$ cat config.mk
export PLATFORM = sky130hd
export DESIGN_NAME = crd_dev_flat
export DESIGN_NICKNAME = d
export VERILOG_FILES = /design/src/common/crd_pkg.sv /design/src/common/crd_if.sv /design/src/rtl/crd_dev.sv /design/src/flat_wrapper.sv
export VERILOG_INCLUDE_DIRS = /design/src /design/src/common
export SDC_FILE = /design/constraint.sdc
export NUM_CORES = 1
export LEC_CHECK = 0
export BUFFER_PORTS_ARGS = -buffer_cell sky130_fd_sc_hd__clkbuf_2
export CAP_MARGIN = 20
export CORE_UTILIZATION = 43
export CTS_CLUSTER_SIZE = 28
export DETAILED_ROUTE_END_ITERATION = 6
export PLACE_DENSITY = 0.64
export SLEW_MARGIN = 0
export SYNTH_ARGS = -nofsm -noshare
export SYNTH_HDL_FRONTEND = slang
export SYNTH_HIERARCHICAL = 1
export SYNTH_SLANG_ARGS = --single-unit
$ cat constraint.sdc
create_clock -name ref_clk_i -period 10.1 [get_ports ref_clk_i]
set_clock_uncertainty 0.2 [all_clocks]
set_input_delay 2.02 -clock ref_clk_i [delete_from_list [all_inputs] [get_ports ref_clk_i]]
set_output_delay 2.02 -clock ref_clk_i [all_outputs]
set_load 0.01 [all_outputs]
$ cat src/common/crd_defines.svh
// Constants of the completer request path: widths, descriptor field
// positions, credit limits and buffer depth.
// Assumes nothing; included by the package and the interface.
`ifndef CRD_DEFINES_SVH
`define CRD_DEFINES_SVH
// ----------------------------------------------------------------------
// Channel shape
// ----------------------------------------------------------------------
`define CRD_CHAN_W 64
`define CRD_DESC_W 128
`define CRD_PAD_W ((`CRD_CHAN_W > `CRD_DESC_W) ? `CRD_CHAN_W : `CRD_DESC_W)
`define CRD_DESC_BEATS ((`CRD_CHAN_W == 64) ? 2 : 1)
`define CRD_USER_W 5
`define CRD_USER_SOP 4
`define CRD_FIFO_DEPTH 16
// ----------------------------------------------------------------------
// Descriptor fields
// ----------------------------------------------------------------------
`define CRD_AT_HI 1
`define CRD_AT_LO 0
`define CRD_ADDR_HI 63
`define CRD_ADDR_LO 2
`define CRD_CNT_HI 74
`define CRD_CNT_LO 64
`define CRD_TYPE_HI 78
`define CRD_TYPE_LO 75
`define CRD_BUS_HI 95
`define CRD_BUS_LO 88
`define CRD_FN_HI 87
`define CRD_FN_LO 80
`define CRD_TAG_HI 103
`define CRD_TAG_LO 96
`define CRD_TFN_HI 111
`define CRD_TFN_LO 104
`define CRD_BAR_HI 114
`define CRD_BAR_LO 112
`define CRD_VF_BASE 8'h40
`define CRD_IO_CNT 11'h001
`define CRD_TYPE_MEM_WR 4'h1
// ----------------------------------------------------------------------
// Credit counter
// ----------------------------------------------------------------------
`define CRD_CRED_W 6
`define CRD_CRED_MAX 6'h20
`define CRD_CRED_RST 6'h00
`endif

$ cat src/common/crd_pkg.sv
// Types shared by both ends of the completer request channel.
// Assumes crd_defines.svh on the include path.
`include "crd_defines.svh"
package crd_pkg;
   typedef enum logic [1:0] {CRD_MEM, CRD_VDM, CRD_ATS, CRD_MSG} crd_layout_t;
   typedef enum logic [1:0] {DS_IDLE, DS_DESC, DS_PAY} crd_dst_t;
   typedef enum logic {HS_DESC, HS_PAY} crd_hst_t;

   // One request as handed over by the link side
   typedef struct packed {
      crd_layout_t layout;
      logic is_io;
      logic zero_len;
      logic addr64;
      logic has_pay;
      logic [1:0] addr_type;
      logic [63:0] addr;
      logic [10:0] dw_cnt;
      logic [3:0] req_type;
      logic [7:0] bus;
      logic [4:0] dev;
      logic [7:0] fn;
      logic [7:0] tag;
      logic tgt_vf;
      logic [2:0] tgt_idx;
      logic [2:0] bar_id;
      logic [7:0] msg_code;
      logic [2:0] msg_route;
      logic [63:0] msg_hdr;
      logic [3:0] fbe;
   } crd_req_t;
endpackage

$ cat src/common/crd_if.sv
// Completer request stream between the device end and the client end.
// Both ends share ref_clk_i; the bench joins them through this bundle.
`timescale 1ns/10ps
`default_nettype none
`include "crd_defines.svh"
interface crd_if;
   logic [`CRD_CHAN_W-1:0] tdata;
   logic tvalid;
   logic tready;
   logic tlast;
   logic [`CRD_USER_W-1:0] tuser;
   logic credit_grant;

   modport dev (output tdata, output tvalid, output tlast, output tuser,
      input tready, input credit_grant);
   modport host (input tdata, input tvalid, input tlast, input tuser,
      output tready, output credit_grant);
endinterface
`default_nettype wire

$ cat src/rtl/crd_dev.sv
// Device end of the completer request channel, with its payload buffer.
// Assumes one clock ref_clk_i and a synchronous active-high reset.
//
// What this block does
// - Everything runs on one client clock.
// - Channel width is 64, 128 or 256.
// - Request path never waits on completions.
// - Each request leaves as its own packet.
// - Descriptor is sixteen bytes, packet start.
// - Two beats at 64 bits, else one.
// - Four layouts: memory, vendor, ATS, other.
// - Bits 1:0 carry address type.
// - Bits 63:2 Dword address, upper zero if short.
// - Bits 74:64 Dword count, 0 to 256.
// - I/O access reports count one.
// - Zero length: count one, enables zero.
// - Bits 78:75 carry request type.
// - Bits 95:80 requester ID, legacy split.
// - ARI: bus then eight-bit function.
// - Client keeps requester ID for completion.
// - Client keeps tag for non-posted requests.
// - Bits 111:104 targeted function from match.
// - Without ARI only low three bits valid.
// - Values 0,1 PFs; 64-69 VFs.
// - Client derives byte address from enables.
// - Non-posted only with credit; posted flows.
`timescale 1ns/10ps
`default_nettype none

// ----------------------------------------------------------------------
// Payload buffer
// ----------------------------------------------------------------------
module crd_fifo #(
   parameter int WIDTH = 8,
   parameter int DEPTH = 16
) (
   // Clock and reset
   input wire logic ref_clk_i,
   input wire logic srst_i,
   // Fill side
   input wire logic in_valid_i,
   input wire logic [WIDTH-1:0] in_data_i,
   output logic in_ready_o,
   // Drain side
   output logic out_valid_o,
   output logic [WIDTH-1:0] out_data_o,
   input wire logic out_ready_i
);
   localparam int AW = $clog2(DEPTH);
   typedef struct packed {
      logic [AW-1:0] wp;
      logic [AW-1:0] rp;
      logic [AW:0] cnt;
      logic full;
      logic empty;
   } crd_fifo_st_t;

   crd_fifo_st_t q, n;
   logic [WIDTH-1:0] mem [DEPTH];
   logic push, pop;

   assign push = in_valid_i & ~q.full;
   assign pop = out_ready_i & ~q.empty;

   always_comb begin
      n = q;
      if (push) begin
         n.wp = (q.wp == AW'(DEPTH - 1)) ? '0 : q.wp + 1'b1;
      end
      if (pop) begin
         n.rp = (q.rp == AW'(DEPTH - 1)) ? '0 : q.rp + 1'b1;
      end
      n.cnt = q.cnt + (AW+1)'(push) - (AW+1)'(pop);
      n.full = (n.cnt == (AW+1)'(DEPTH));
      n.empty = (n.cnt == '0);
   end

   always_ff @(posedge ref_clk_i) begin
      if (srst_i) begin
         q <= '{wp: '0, rp: '0, cnt: '0, full: 1'b0, empty: 1'b1};
      end else begin
         q <= n;
      end
   end

   always_ff @(posedge ref_clk_i) begin
      if (push) begin
         mem[q.wp] <= in_data_i;
      end
   end

   assign in_ready_o = ~q.full;
   assign out_valid_o = ~q.empty;
   assign out_data_o = mem[q.rp];
endmodule

// ----------------------------------------------------------------------
// Device end
// ----------------------------------------------------------------------
module crd_dev
   import crd_pkg::*;
(
   // Clock and reset
   input wire logic ref_clk_i,
   input wire logic srst_i,
   // Configuration
   input wire logic ari_en_i,
   // Posted request headers
   input wire logic p_valid_i,
   input wire crd_req_t p_req_i,
   output logic p_ready_o,
   // Non-posted request headers
   input wire logic np_valid_i,
   input wire crd_req_t np_req_i,
   output logic np_ready_o,
   // Payload words, in order of header acceptance
   input wire logic pay_valid_i,
   input wire logic [`CRD_CHAN_W-1:0] pay_data_i,
   input wire logic pay_last_i,
   output logic pay_ready_o,
   // Completer request channel
   crd_if.dev ch
);
   localparam int CW = `CRD_CHAN_W;
   localparam int PW = `CRD_PAD_W;

   typedef struct packed {
      crd_dst_t st;
      logic [1:0] beats;
      logic [PW-1:0] sr;
      logic has_pay;
      logic done;
      logic tvalid;
      logic tlast;
      logic [CW-1:0] tdata;
      logic [`CRD_USER_W-1:0] tuser;
      logic [`CRD_CRED_W-1:0] cred;
      logic p_rdy;
      logic np_rdy;
   } crd_dev_st_t;

   crd_dev_st_t q, n;
   logic f_valid, f_pop, f_last;
   logic [CW-1:0] f_data;

   crd_fifo #(
      .WIDTH(CW + 1),
      .DEPTH(`CRD_FIFO_DEPTH)
   ) u_fifo (
      .ref_clk_i(ref_clk_i),
      .srst_i(srst_i),
      .in_valid_i(pay_valid_i),
      .in_data_i({pay_last_i, pay_data_i}),
      .in_ready_o(pay_ready_o),
      .out_valid_o(f_valid),
      .out_data_o({f_last, f_data}),
      .out_ready_i(f_pop)
   );

   // Builds the sixteen-byte descriptor for one request
   function automatic logic [`CRD_DESC_W-1:0] build_desc(crd_req_t r,
         logic ari);
      logic [`CRD_DESC_W-1:0] d;
      logic [7:0] tf;
      d = '0;
      tf = {5'h0, r.tgt_idx};
      if (r.layout == CRD_MEM) begin
         if (!r.is_io) begin
            d[`CRD_AT_HI:`CRD_AT_LO] = r.addr_type;
         end
         d[`CRD_ADDR_HI:`CRD_ADDR_LO] = r.addr64 ? r.addr[63:2] :
            {32'h0, r.addr[31:2]};
         if (r.tgt_vf) begin
            tf = `CRD_VF_BASE | {5'h0, r.tgt_idx};
         end
         if (!ari) begin
            tf[7:3] = 5'h00;
         end
         d[`CRD_TFN_HI:`CRD_TFN_LO] = tf;
         d[`CRD_BAR_HI:`CRD_BAR_LO] = r.bar_id;
      end else begin
         d[63:0] = r.msg_hdr;
         d[`CRD_TFN_HI:`CRD_TFN_LO] = r.msg_code;
         d[`CRD_BAR_HI:`CRD_BAR_LO] = r.msg_route;
      end
      d[`CRD_CNT_HI:`CRD_CNT_LO] = (r.is_io | r.zero_len) ? `CRD_IO_CNT :
         r.dw_cnt;
      d[`CRD_TYPE_HI:`CRD_TYPE_LO] = r.req_type;
      d[`CRD_BUS_HI:`CRD_BUS_LO] = r.bus;
      d[`CRD_FN_HI:`CRD_FN_LO] = ari ? r.fn :
         {r.dev, r.fn[2:0]};
      d[`CRD_TAG_HI:`CRD_TAG_LO] = r.tag;
      return d;
   endfunction

   always_comb begin
      crd_req_t r;
      logic [PW-1:0] dp;
      logic take, acc, inc, dec;
      r = p_req_i;
      dp = '0;
      take = 1'b0;
      dec = 1'b0;
      n = q;
      f_pop = 1'b0;
      acc = q.tvalid & ch.tready;
      // A grant and a debit in one cycle both count, unless the count sits at CRD_CRED_MAX
      inc = ch.credit_grant & (q.cred != `CRD_CRED_MAX);
      case (q.st)
         DS_IDLE: begin
            if (p_valid_i && q.p_rdy) begin
               take = 1'b1;
            end else if (np_valid_i && q.np_rdy) begin
               r = np_req_i;
               take = 1'b1;
               dec = 1'b1;
            end
            if (take) begin
               dp[`CRD_DESC_W-1:0] = build_desc(r, ari_en_i);
               n.tdata = dp[CW-1:0];
               n.sr = dp >> CW;
               n.beats = 2'(`CRD_DESC_BEATS - 1);
               n.tvalid = 1'b1;
               n.tlast = ~r.has_pay & (`CRD_DESC_BEATS == 1);
               n.tuser = {1'b1, r.zero_len ? 4'h0 : r.fbe};
               n.has_pay = r.has_pay;
               n.st = DS_DESC;
            end
         end
         DS_DESC: begin
            if (acc) begin
               if (q.beats != 2'h0) begin
                  n.tdata = q.sr[CW-1:0];
                  n.sr = q.sr >> CW;
                  n.beats = q.beats - 2'h1;
                  n.tuser = '0;
                  n.tlast = ~q.has_pay & (q.beats == 2'h1);
               end else begin
                  n.tvalid = 1'b0;
                  n.tlast = 1'b0;
                  n.tuser = '0;
                  n.done = 1'b0;
                  n.st = q.has_pay ? DS_PAY : DS_IDLE;
               end
            end
         end
         DS_PAY: begin
            if (!q.tvalid || acc) begin
               n.tvalid = 1'b0;
               n.tlast = 1'b0;
               if (!q.done && f_valid) begin
                  f_pop = 1'b1;
                  n.tdata = f_data;
                  n.tlast = f_last;
                  n.tvalid = 1'b1;
                  n.done = f_last;
               end else if (q.done) begin
                  n.st = DS_IDLE;
               end
            end
         end
         default: begin
            n.st = DS_IDLE;
         end
      endcase
      n.cred = q.cred + `CRD_CRED_W'(inc) - `CRD_CRED_W'(dec);
      // Posted headers stay admissible while credit is zero
      n.p_rdy = (n.st == DS_IDLE) & ~take;
      n.np_rdy = (n.st == DS_IDLE) & ~take & (n.cred != '0);
   end

   // Nothing here looks at a completion path, so requests never stall
   // behind one
   always_ff @(posedge ref_clk_i) begin
      if (srst_i) begin
         q <= '0;
         q.st <= DS_IDLE;
         q.cred <= `CRD_CRED_RST;
      end else begin
         q <= n;
      end
   end

   assign p_ready_o = q.p_rdy;
   assign np_ready_o = q.np_rdy;
   assign ch.tvalid = q.tvalid;
   assign ch.tdata = q.tdata;
   assign ch.tlast = q.tlast;
   assign ch.tuser = q.tuser;
endmodule
`default_nettype wire

$ cat src/flat_wrapper.sv
// flat-port wrapper written by rule: the top's interface ports become plain ports
module crd_dev_flat import crd_pkg::*;
  (ref_clk_i, srst_i, ari_en_i, p_valid_i, p_req_i, p_ready_o, np_valid_i, np_req_i, np_ready_o, pay_valid_i, pay_data_i, pay_last_i, pay_ready_o, ch_tdata, ch_tvalid, ch_tlast, ch_tuser, ch_tready, ch_credit_grant);
  crd_if ch_i ();
  input wire logic ref_clk_i;
  input wire logic srst_i;
  input wire logic ari_en_i;
  input wire logic p_valid_i;
  input wire crd_req_t p_req_i;
  output logic p_ready_o;
  input wire logic np_valid_i;
  input wire crd_req_t np_req_i;
  output logic np_ready_o;
  input wire logic pay_valid_i;
  input wire logic [`CRD_CHAN_W-1:0] pay_data_i;
  input wire logic pay_last_i;
  output logic pay_ready_o;
  output wire logic [$bits(ch_i.tdata)-1:0] ch_tdata;
  output wire logic [$bits(ch_i.tvalid)-1:0] ch_tvalid;
  output wire logic [$bits(ch_i.tlast)-1:0] ch_tlast;
  output wire logic [$bits(ch_i.tuser)-1:0] ch_tuser;
  input wire logic [$bits(ch_i.tready)-1:0] ch_tready;
  input wire logic [$bits(ch_i.credit_grant)-1:0] ch_credit_grant;
  assign ch_tdata = ch_i.tdata;
  assign ch_tvalid = ch_i.tvalid;
  assign ch_tlast = ch_i.tlast;
  assign ch_tuser = ch_i.tuser;
  assign ch_i.tready = ch_tready;
  assign ch_i.credit_grant = ch_credit_grant;
  crd_dev u_core (.ref_clk_i(ref_clk_i), .srst_i(srst_i), .ari_en_i(ari_en_i), .p_valid_i(p_valid_i), .p_req_i(p_req_i), .p_ready_o(p_ready_o), .np_valid_i(np_valid_i), .np_req_i(np_req_i), .np_ready_o(np_ready_o), .pay_valid_i(pay_valid_i), .pay_data_i(pay_data_i), .pay_last_i(pay_last_i), .pay_ready_o(pay_ready_o), .ch(ch_i));
endmodule
==> summary by stage <==
Timing
Setup repair after global routing left no endpoint under its margin. Measured against its own limit, the worst slew margin works out to 28.5%. The minimum clock period is 4660 ps.

For the pin with the worst max-slew slack, the measured transition is between 1000 and 1500 ps. The number of hold-slack violations in the final timing report is 0. The max-slew violation count was 0.

The final count of negative-setup-slack endpoints is 0. In the finished design, the share of the clock period the worst path needs comes to 46.2%. After layout, the worst setup slack is 5440 ps. The sum of negative setup slack is 0 ps. The achievable clock frequency is between 0.2 and 0.25 GHz.

Logic synthesis
For this run, the number of Yosys warnings is 6. Synthesis produced a netlist whose cell count is 3091. The per-instance average area after synthesis is 16.1 um2.

For this run, the leading register cell type out of synthesis is edfxtp_1. Synthesis produced a netlist with a net count of 3593. The sequential fraction of the synthesis area is 69.0%.

The synthesized cell area is between 0.04 and 0.05 mm2. Of all flip-flops after synthesis, the portion carrying an async set or reset was 0%. The number of flops mapped to enable cells by yosys is 1040.

The number of distinct library cells after synthesis is 63. The number of flip-flops and latches in the synthesized netlist is 1195.

Setup path
STA classifies the critical path startpoint as an input pin. On the worst path, the slowest cell contributes a delay of 680 ps. Of all nets on the critical path, the largest fanout is 64. The startpoint-to-endpoint class of the critical path is in -> reg. In this design, the critical path's most frequently occurring cell is buf_4. Walking the worst path, the cells encountered are clkbuf_2 > and2_1 > buf_4 > and2_4 > buf_4 > o21ai_0 > a2111oi_2 > o31ai_2.

Together, buffers and inverters on the worst path number 3. In this design, the largest share of critical-path delay is due to buffers and inverters. The required arrival time at the worst endpoint is 10460 ps. The critical-path cell with the highest stage delay is and2_4.

The arrival time of the worst setup path is 5020 ps. The element type at the critical path end is a register.

Clock tree
The clock slew seen by the registers of the worst setup and hold paths is 70 ps. For this design, the sink count on the clock tree is 1195. TritonCTS created 112 clock buffers. The quantity of gates resized following cts is 0. Clock latency on the worst-skew pair, taken at its later pin, is ~700 ps.

The buffer levels on the longest clock path is 3. TritonCTS built the clock tree. The number of H-tree branching levels is 3. The count of buffers added by post-CTS timing repair for setup is 0. Clock tree synthesis selected as its root buffer the cell clkbuf_16. The number of buffers inserted for hold repair after clock tree synthesis is 0.

Power
The share of total power in sequential cells is between 40% and 50%. The share of power burned in the clock network is between 30% and 40%. The cell area power density is 209 mW/mm2.

The overall power after layout is ~0.012 W. The analysis attributes to cell leakage a power of 19.5 nW. The share of total power dissipated in combinational logic is 16.1%.

The switching share of power is between 20% and 30%. Summed over all nets, the switching power comes to 0.00322 W. The maximum resistive drop on vdd is 0.000134 V. The internal portion of the total power is 0.00871 W.

Job
Max-cap violations in this run came to 0.

Die
For this design the top-level I/O count stands at between 500 and 600. The region available for standard cell placement spans 0.115 mm2. The floorplan step defined a die boundary enclosing between 0.1 and 0.15 mm2. The row count is 124. In this run the vertical extent of the chip is 342 um. The effective utilization at floorplan is 43.4%. The width of the chip is 342 um.

Layout
The final layout contains 4029 nets. The most common library cell in the layout ignoring fill and taps is edfxtp_1. The growth of design area from synthesis to finish is 14.9%. The total area of sequential cells is 0.0343 mm2.

In the layout the commonest cells are 1040 x edfxtp_1, 545 x clkbuf_2, 442 x nand2_1. The share of post-route cells with drive strength above 1 is 31.3%. The multi-input combinational cells in the finished layout cover a total of roughly 0.014 mm2. The layout has 9655 filler cells. The final non-filler cell total is 5151.

Global routing
The initial antenna violation count is 34. The wire length of the first global-routing pass is 203000 um. The number of global-route vias before repair was 29000.

The global route total overflow is 0. For this run, the total global-route usage over all layers was measured as 24.0%. The largest net degree at the start of global routing is 88.

Placement
The HPWL reported at the end of detailed placement is 89900 um. The worst slack at placement is 4800 ps. The count of input and output buffers is 546. The number of instances in the placed design is 4925. At the end of routability-driven placement, the weighted congestion stood at 0.887.

Run status
The run finished, with violations left. The final reports fail on design-rule violations.

Detailed routing
Dividing the detail-routed via count by the number of cells gives 5.78. The initial detailed-routing violation count is ~2900. Once detail routing completed, the nets flagged for antenna violations numbered 0. The total iterations of the first detailed-routing run is 7.

The remaining routing DRC violations is around 230. After detailed routing, the average wire length per cell comes to 27.8 um. For this block, the routed nets add up to approximately 140000 um of wire. Summing over every cut layer, the via total after detailed routing is approximately 30000.

Hold path
The classification of the worst-slack hold path is reg -> reg.
[tightest hold or removal path: stages (launching register included)]
cell and delay [ps]:
dfxtp_1 320, nand2_1 50, nand2_1 40
[flip-flops by register name (all words and copies together) (netlist names), named ones only]
name and cells:
u_core/np_ready_o 1, u_core/ch.tdata 64, u_core/u_fifo/mem 1040, u_core/p_ready_o 1, u_core/ch.tvalid 1, u_core/u_fifo/q 15, u_core/q 63, u_core/ch.tlast 1
u_core/ch.tuser 5
[cells by family (layout without fill, tap and decap cells)]
kind of cell               after synthesis  count (layout)  share of synthesized area (%)
AOI/OAI and AO/OA                      564             564                           8.35
xor gates and xnor gates                 9               9                          0.158
adders and majority gates               25              25                          0.659
buffers and inverters                  320             853                           3.47
DFF                                   1195            1195                           69.0
muxes                                  284             284                           12.4
other                                    0              15                              0
and+or+nand+nor                        694             694                           5.95
[power groups by stage]
stage	sequential, W	combinational (W)	clock, W
global route	0.00581	0.00206	0.00448
global placement	0.00588	0.00189	0
detailed placement	0.00589	0.00191	0
CTS	0.00579	0.00192	0.00429
floorplan	0.00587	0.00127	0
finish	0.00579	0.00193	0.00422
[area by class of cell]
type / instances / area share [%]
Inverter: 32 / 0.210
Tap cell: 1512 / 3.31
Antenna cell: 15 / 0.0657
Clock inverter: 73 / 1.30
Multi-Input combinational cell: 1576 / 24.3
Clock buffer: 138 / 5.15
Timing Repair Buffer: 610 / 5.64
Sequential cell: 1195 / 60.1
[metal layers]
metal | routed length, um | global-route usage (%)
met5 | 117 | 0
met1 | 58200 | 32.8
met2 | 67300 | 37.5
met3 | 12200 | 5.19
met4 | 5290 | 9.66
[synth_stat cells (6+ instances only)]
cell type | n | area [um2]
a2111oi_2 | 13 | 195
a211o_1 | 6 | 52.6
a21oi_1 | 98 | 490
a22o_1 | 44 | 385
a22oi_1 | 154 | 1160
a2bb2oi_1 | 27 | 236
a311oi_1 | 6 | 52.6
a32o_1 | 6 | 60.1
and2_1 | 6 | 37.5
and3_1 | 27 | 169
buf_1 | 23 | 86.3
buf_2 | 49 | 245
buf_4 | 77 | 578
buf_6 | 23 | 259
clkbuf_1 | 116 | 435
dfxtp_1 | 155 | 3100
edfxtp_1 | 1040 | 31200
ha_1 | 23 | 288
inv_1 | 32 | 120
mux2i_1 | 17 | 170
mux4_2 | 265 | 5970
nand2_1 | 442 | 1660
nand2b_1 | 7 | 43.8
nand3_1 | 85 | 425
nand4_1 | 14 | 87.6
nor2_1 | 72 | 270
nor2b_1 | 11 | 68.8
nor3_1 | 11 | 55.1
o2111ai_1 | 19 | 166
o21ai_0 | 88 | 440
o21ai_1 | 37 | 185
o31ai_2 | 40 | 500
[path summary, 6_finish.rpt]
path | cells past startpoint | slack, ps | startpoint | endpoint
hold reg to reg | 2 | 250 | u_core/q[101] | u_core/q[101]
setup reg to reg | 7 | 5620 | register | u_core/ch.tdata[21]
hold / removal | 2 | 250 | u_core/q[101] | u_core/q[101]
setup / recovery | 8 | 5440 | np_valid_i | u_core/ch.tdata[54]
[per-stage QoR]
stage | util [%] | hold WS [ps] | area, um2
after global placement | 46.7 | 236 | 53400
after CTS | 49.9 | 251 | 57100
after global routing | 49.9 | 267 | 57200
after detailed placement | 46.7 | 240 | 53400
after floorplan | - | 223 | 49700
final | 49.9 | 252 | 57200
Power figures use the tool's default switching activity.
